File: src/logic/cjm_pkg.sv
package cjm_pkg;

  // ----------------------------------------
  // widths
  // ----------------------------------------
  localparam int PC_W = 20;
  localparam int OFS_W = 10;
  localparam int WORD_W = 16;
  localparam int BYTE_W = 8;
  localparam int REG_IDX_W = 4;

  // ----------------------------------------
  // status register field positions
  // ----------------------------------------
  localparam int SR_C = 0;
  localparam int SR_Z = 1;
  localparam int SR_N = 2;
  localparam int SR_GIE = 3;
  localparam int SR_PROCESSOR_HALT_BIT = 4;
  localparam int SR_OSCILLATOR_DISABLE_BIT = 5;
  localparam int SR_V = 8;

  // ----------------------------------------
  // reset values and constants
  // ----------------------------------------
  localparam logic [PC_W-1:0] PC_RST = 20'h0_0000;
  localparam logic [WORD_W-1:0] SR_RST = 16'h0000;
  localparam logic [WORD_W-1:0] WORD_ZERO = 16'h0000;
  localparam logic [REG_IDX_W-1:0] CG_REG_IDX = 4'h3;
  localparam logic [PC_W-1:0] INSN_STEP = 20'h0_0002;

  // ----------------------------------------
  // operations
  // ----------------------------------------
  typedef enum logic [3:0] {
    CJM_OP_NONE,
    CJM_OP_JUMP_IF_LESS_SIGNED,
    CJM_OP_JUMP_IF_GREATER_EQUAL_SIGNED,
    CJM_OP_UNCONDITIONAL_JUMP,
    CJM_OP_JUMP_IF_NEGATIVE,
    CJM_OP_JUMP_IF_CARRY_CLEAR,
    CJM_OP_JUMP_IF_ZERO_CLEAR,
    CJM_OP_COPY_OPERAND,
    CJM_OP_IDLE_INSTRUCTION
  } cjm_op_e;

  typedef struct packed {
    cjm_op_e op;
    logic [OFS_W-1:0] offset;
    logic byte_mode;
    logic [REG_IDX_W-1:0] dst_idx;
    logic [WORD_W-1:0] src_val;
    logic [WORD_W-1:0] dst_old;
  } cjm_req_s;

  typedef struct packed {
    logic [PC_W-1:0] pc;
    logic [WORD_W-1:0] sr;
    logic wr_en;
    logic [REG_IDX_W-1:0] wr_idx;
    logic [WORD_W-1:0] wr_val;
    logic [WORD_W-1:0] src_keep;
    logic taken;
    logic done;
  } cjm_state_s;

endpackage

File: src/logic/cjm_exec.sv
`timescale 1ns/1ps
module cjm_exec
  import cjm_pkg::*;
(
  // clock and reset
  input wire logic core_clk,
  input wire logic nrst,
  // instruction request, from core logic on this clock
  input wire logic req_valid,
  input wire cjm_req_s req,
  // status register load from core (e.g. after an alu op)
  input wire logic sr_load,
  input wire logic [WORD_W-1:0] sr_load_val,
  // architectural results
  output logic [PC_W-1:0] pc,
  output logic [WORD_W-1:0] sr,
  output logic wr_en,
  output logic [REG_IDX_W-1:0] wr_idx,
  output logic [WORD_W-1:0] wr_val,
  output logic [WORD_W-1:0] src_keep,
  output logic taken,
  output logic done
);

  // ----------------------------------------
  // state
  // ----------------------------------------
  cjm_state_s st_q;
  cjm_state_s st_d;
  logic cond;
  logic [PC_W-1:0] disp;
  logic [PC_W-1:0] seq_pc;

  // pc register holds the address of the next instruction already
  assign seq_pc = st_q.pc;
  // offset doubled then sign extended to full address width
  assign disp = {{(PC_W-OFS_W-1){req.offset[OFS_W-1]}}, req.offset, 1'b0};

  always_comb begin
    cond = 1'b0;
    // flags read from the current status register, not any in-flight value
    case (req.op)
      CJM_OP_JUMP_IF_LESS_SIGNED: cond = st_q.sr[SR_N] ^ st_q.sr[SR_V];
      CJM_OP_JUMP_IF_GREATER_EQUAL_SIGNED: cond = ~(st_q.sr[SR_N] ^ st_q.sr[SR_V]);
      CJM_OP_UNCONDITIONAL_JUMP: cond = 1'b1;
      CJM_OP_JUMP_IF_NEGATIVE: cond = st_q.sr[SR_N];
      CJM_OP_JUMP_IF_CARRY_CLEAR: cond = ~st_q.sr[SR_C];
      CJM_OP_JUMP_IF_ZERO_CLEAR: cond = ~st_q.sr[SR_Z];
      default: cond = 1'b0;
    endcase
  end

  always_comb begin
    st_d = st_q;
    st_d.wr_en = 1'b0;
    st_d.done = 1'b0;
    st_d.taken = 1'b0;
    // sr untouched by every op here; only an explicit core load changes it
    if (sr_load) begin
      st_d.sr = sr_load_val;
    end
    if (req_valid) begin
      st_d.done = 1'b1;
      case (req.op)
        CJM_OP_COPY_OPERAND: begin
          st_d.wr_en = 1'b1;
          st_d.wr_idx = req.dst_idx;
          st_d.src_keep = req.src_val;
          // byte form: low byte moved, high byte of a register clears
          if (req.byte_mode) begin
            st_d.wr_val = {{(WORD_W-BYTE_W){1'b0}}, req.src_val[BYTE_W-1:0]};
          end else begin
            st_d.wr_val = req.src_val;
          end
          st_d.pc = seq_pc + INSN_STEP;
        end
        CJM_OP_IDLE_INSTRUCTION: begin
          // write to the constant register is discarded: no visible effect
          st_d.wr_en = 1'b0;
          st_d.wr_idx = CG_REG_IDX;
          st_d.wr_val = WORD_ZERO;
          st_d.pc = seq_pc + INSN_STEP;
        end
        CJM_OP_NONE: begin
          st_d.pc = seq_pc + INSN_STEP;
        end
        default: begin
          st_d.taken = cond;
          if (cond) begin
            st_d.pc = seq_pc + disp;
          end else begin
            st_d.pc = seq_pc + INSN_STEP;
          end
        end
      endcase
    end
  end

  always_ff @(posedge core_clk or negedge nrst) begin
    if (!nrst) begin
      st_q.pc <= PC_RST;
      st_q.sr <= SR_RST;
      st_q.wr_en <= 1'b0;
      st_q.wr_idx <= '0;
      st_q.wr_val <= WORD_ZERO;
      st_q.src_keep <= WORD_ZERO;
      st_q.taken <= 1'b0;
      st_q.done <= 1'b0;
    end else begin
      st_q <= st_d;
    end
  end

  assign pc = st_q.pc;
  assign sr = st_q.sr;
  assign wr_en = st_q.wr_en;
  assign wr_idx = st_q.wr_idx;
  assign wr_val = st_q.wr_val;
  assign src_keep = st_q.src_keep;
  assign taken = st_q.taken;
  assign done = st_q.done;
endmodule

File: config.mk
export PLATFORM = sky130hd
export DESIGN_NAME = cjm_exec
export DESIGN_NICKNAME = d
export VERILOG_FILES = /design/src/logic/cjm_pkg.sv /design/src/logic/cjm_exec.sv
export SDC_FILE = /design/constraint.sdc
export NUM_CORES = 1
export LEC_CHECK = 0
export BUFFER_PORTS_ARGS = -buffer_cell sky130_fd_sc_hd__buf_2
export CORE_MARGIN = 2
export CORE_UTILIZATION = 45
export DETAILED_ROUTE_END_ITERATION = 10
export GPL_TIMING_DRIVEN = 0
export HOLD_SLACK_MARGIN = 0.12
export PLACE_DENSITY_LB_ADDON = 0.12
export SETUP_SLACK_MARGIN = 0.1
export SLEW_MARGIN = 20
export SYNTH_ARGS = -nofsm -noshare
export SYNTH_HDL_FRONTEND = slang
export SYNTH_SLANG_ARGS = --single-unit
File: constraint.sdc
create_clock -name core_clk -period 5.6 [get_ports core_clk]
set_input_delay 1.12 -clock core_clk [delete_from_list [all_inputs] [get_ports core_clk]]
set_output_delay 1.12 -clock core_clk [all_outputs]
set_load 0.02 [all_outputs]
======== Word level (Yosys, flattened, before mapping) ========
Cells that the tools add are included.
cells by class
  muxes and demuxes ....................... 8
  eq/ne operators ......................... 8
  reduce and logical (&&, ||, !) cells .... 5
  $add $sub $neg .......................... 2
  bitwise logic cells ..................... 4
operators by type and width
  cell                   count
  $pmux 21 s2            1
  $mux 20                2
  $mux 39                1
  $mux 16                2
  $add 20x2->20 const B  1
  $add 20x20->20         1
  $eq 4x3->1 const B     4
  $eq 4x2->1 const B     2
  $pmux 1 s6             1
  $eq 4x1->1 const B     1
  $eq 4x4->1 const B     1
  $logic_not 4->1        1
  $reduce_and 2->1       2
  $not 1->1              3
  $reduce_or 3->1        1
  $reduce_bool 2->1      1
  $mux 1                 1
  $xor 1x1->1            1
word-level totals
  input port bits ......................... 71
  bits in registers ....................... 75

======== Depth between registers and ports, before layout ========
  word-level depth ........................ 5
  gate-level depth with buffers ........... 9

======== Worst setup path before layout ========
No wires, ideal clock.
  path kind ............................... input to register
  from .................................... input req[37] (netlist bit)
  to ...................................... register pc[19] (netlist name)
  stages .................................. 9
  slack ................................... 2780 ps
  buffers on the path ..................... 0
  arrival ................................. 2694 ps
  cells stage by stage .................... ha_1 -> inv_1 -> fa_1 -> nor2b_1 -> o2111ai_1 -> nand3_1 -> a21oi_1 -> a21o_1 -> a311o_1
on the way
  longest elaborated chain between the ends .. 3
ends and longest elaborated chain
  item                line            source
  start: declaration  cjm_exec.sv:10  input wire cjm_req_s req,
  $add 20x20->20      cjm_exec.sv:90  st_d.pc = seq_pc + disp;
  $mux 20             cjm_exec.sv:89  if (cond) begin
  $mux 20             --
Every way passes these cells.
A chain may end at the register's enable or synchronous reset.

======== Final worst setup path ========
  from .................................... input req[38] (netlist bit)
  to ...................................... register pc[14] (netlist name)
on the way
  longest elaborated chain between the ends .. 3
ends and longest elaborated chain
  item            line
  $add 20x20->20  cjm_exec.sv:90
  $mux 20         cjm_exec.sv:89
  $mux 20         --
Every way passes these cells.

==> impl_metrics.yaml <==
run_status:
  status: "completed"
yosys:
  synthesis.yosys.warnings: 0
  postSynthAreaPerCell_um2: 10.3
  postSynthNetCount: 496
  synth_cells: 405
  synth-main-ff-cell: "dfrtp_1"
  synth_edf_count: 0
  ys_ff_latch: 74
  asyncSetResetFlopFracSynth_pct: 100
  post_synth_num_cell_types: 59
  seq_area_frac_synth_pct: 44.3
  mappedNetlistArea_um2: 4180
route:
  drtPass1Iterations: 4
  num_vias: 3713
  vias_per_cell: 5.63
  ant_nets: 0
  routed_wl_um: 10700
  drc: 0
  detailedRoute.firstIterationViolations: 152
  wire_per_inst_um: 16.2
clock_tree:
  cts.reportedPaths.clkPinSlew_ns: 0.07
  postCtsSetupBuffers: 0
  cts.sinks: 74
  insertion_delay_ns: 0.35
  post_cts_sizing_count: 0
  htreeDepth: 3
  root_buffer: "clkbuf_8"
  cts_tree: "done"
  clock_buffer_count_from_cts: 9
  cts_max_path_buffers: 2
  ctsHoldBuffers: 0
timing:
  grt_setup_unrepaired: "false"
  clock_skew_ns: 0.00805
  fmax_mhz: 349
  final_min_period_over_clock_period_pct: 51.1
  setup-violations-final: 0
  hold_viol: 0
  setup-tns-final_ns: 0
  tightest_slew_ns: 0.541
  time_the_final_worst_path_needs_with_i_o_delays_and_setup_ns: 2.86
  final_max_slew_viol_count: 0
  timing.final.ws_setup_ns: 2.74
  relSlewSlack_pct: 63.9
layout:
  num-fill-cells: 840
  layout.nets: 635
  drive_gt1_share_pct: 35.0
  synthToLayoutAreaGrowth_pct: 24.2
  num_antenna_cells: 0
  final_cells: 659
  final_core_util_pct: 57.0
  register_area_um2: 1850
  multi_input_area_um2: 2190
  final_design_area_no_fill_um2: 5190
hold_path:
  number_of_instances_on_the_worst_hold_path: 2
  min-delay-start: "wr_idx[1]"
  min-delay-path-class: "flip-flop to flip-flop"
  worstHoldEndpoint: "wr_idx[1]"
power:
  power_density_normalized_to_cell_area_nw_per_um2: 456
  ir_drop_mv: 0.221
  cellLeakagePower_nw: 2.49
critical_path:
  worst_path_max_delay_cell: "a221oi_2"
  worst_path_required_time_ns: 5.85
  crit_fanout: 4
  critical_path_class: "primary input to flip-flop"
  setup.reg_to_reg.worst_slack_ns: 3.06
  cp-start-kind: "primary input"
  timing.critical_path.buf_inv: 1
  cp-end-kind: "flip-flop"
  critical_path.max_stage_delay_ns: 0.44
  critical_path.reg2reg.startpoint: "pc[1]"
  timing.critical_path.arrival_ns: 3.11
  cp_top_family: "compound AO/OA/AOI/OAI gates"
  r2r-end: "pc[19]"
  timing.critical_path.cells: "buf_2, ha_1, a211oi_1, o211ai_1, a221oi_2, o21ai_1, xnor2_1, a221oi_1"
  worst_r2r_path_depth: 9
placement:
  dp_slack_ns: 2.40
  dp_hpwl_um: 8120
  io_buffer_count: 127
  numPlacedInstances: 644
  globalplace.congestion: 0.858
  postPlaceCellArea_um2: 4980
floorplanning:
  num_io_pins: 146
  number_of_rows_in_the_core_area: 35
  chipWidth_um: 100
  die-height_um: 100
  die_area_um2: 10100
  initial_core_utilization_pct: 45.9
  fp.coreArea_um2: 9110
run:
  timing.max_cap.violations: 0
global_routing:
  grt_max_degree: 43
  gr-usage-all-layers_pct: 21.5
  gr-total-overflow: 0
  number_of_antenna_violations_at_the_first_check_in_global_routing: 0
  grt_pass1_vias: 3478
  first_pass_grt_wire_length_um: 17200
## registers in the layout, indices dropped and copies added (netlist names)
name / count
wr_en: 1
taken: 1
wr_idx: 4
wr_val: 16
sr: 16
done: 1
pc: 19
src_keep: 16
## Yosys cell counts (all sizes together), types with 3 or more instances
cell type,number,area [um2]
dfrtp,74,1850
a21oi,33,165
mux2,33,372
nand2,29,116
o21ai,27,135
nor2,21,78.8
ha,19,238
inv,14,52.6
buf,11,61.3
a22o,10,87.6
nand3,9,45.0
a32o,8,80.1
clkbuf,8,30.0
a21o,7,52.6
nand4,7,56.3
nor2b,7,43.8
nor3,7,46.3
o211ai,7,57.6
xor2,7,61.3
a221oi,6,58.8
xnor2,6,52.6
a211oi,5,37.5
mux2i,5,50.1
o21a,5,37.5
a31oi,3,18.8
and2,3,18.8
and3,3,20.0
and4,3,26.3
nor3b,3,22.5
or3,3,18.8
## worst max path at each step
stage,startpoint,end,cells after the start
6_report,req[38],pc[14],8
5_1_grt,req[37],pc[19],10
4_1_cts,req[37],pc[19],10
3_5_place_dp,req[46],pc[19],9
3_3_place_gp,req[46],pc[19],9
2_1_floorplan,req[37],pc[19],9
## metal layers
layer / up-vias / wire length (um) / GRT usage, %
li1: 1800 / - / -
met2: 109 / 5280 / 34.9
met1: 1788 / 4630 / 28.5
met5: - / 0 / 0
met4: 0 / 151 / 6.74
met3: 16 / 646 / 5.50
## worst min-delay path, stage by stage (launching register included)
cell and delay (ns):
dfrtp_1 0.34, mux2i_1 0.07, nand2_1 0.06
## report_power, final
part / internal (W) / leakage (nW) / switching (W)
Combinational: 0.000444 / 1.49 / 0.000668
Sequential: 0.000658 / 0.904 / 0.000145
Clock: 0.000250 / 0.102 / 0.000204
## cells in the final DEF, fill, tap and decap left out, types with 5 or more instances in the layout
master and n:
ha_1 19, a32o_1 8, nor3_1 6, buf_2 133, nor2_1 21, mux2i_1 5, o21a_1 5, a21oi_1 33
nand3_1 9, a21o_1 7, o21ai_0 20, clkbuf_8 9, mux2_2 32, nand4_1 5, o21ai_1 7, o211ai_1 6
clkbuf_1 8, a22o_1 10, xnor2_1 6, a211oi_1 5, dfrtp_1 74, nor2b_1 7, xor2_1 7, a221oi_1 5
inv_1 14, nand2_1 28
## final cells by class
| type | count | area share (%) |
|---|---|---|
| Buffer | 19 | 1.76 |
| Clock buffer | 9 | 2.38 |
| Clock inverter | 6 | 1.78 |
| Inverter | 14 | 1.01 |
| Multi-Input combinational cell | 298 | 42.1 |
| Sequential cell | 74 | 35.6 |
| Tap cell | 111 | 2.67 |
| Timing Repair Buffer | 128 | 12.7 |
## logic make-up (layout without fill, tap and decap cells)
group | count (synthesis) | count (layout) | synth area share [%]
AO/OA/AOI/OAI | 123 | 123 | 20.0
AND/OR/NAND/NOR | 103 | 103 | 13.2
flip-flops | 74 | 74 | 44.3
multiplexers | 38 | 38 | 10.1
buffers and inverters | 33 | 176 | 3.44
adder cells (fa/ha/maj) | 20 | 20 | 6.16
XOR/XNOR | 13 | 13 | 2.72
other | 1 | 1 | 0.0897
## stage by stage
| stage | power [W] | hold WS, ns |
|---|---|---|
| floorplan | 0.00158 | 0.609 |
| global placement | 0.00190 | 0.470 |
| detailed placement | 0.00192 | 0.477 |
| CTS | 0.00239 | 0.500 |
| global route | 0.00254 | 0.512 |
| finish | 0.00237 | 0.501 |
Note: power is estimated with default switching activity, not from simulation.
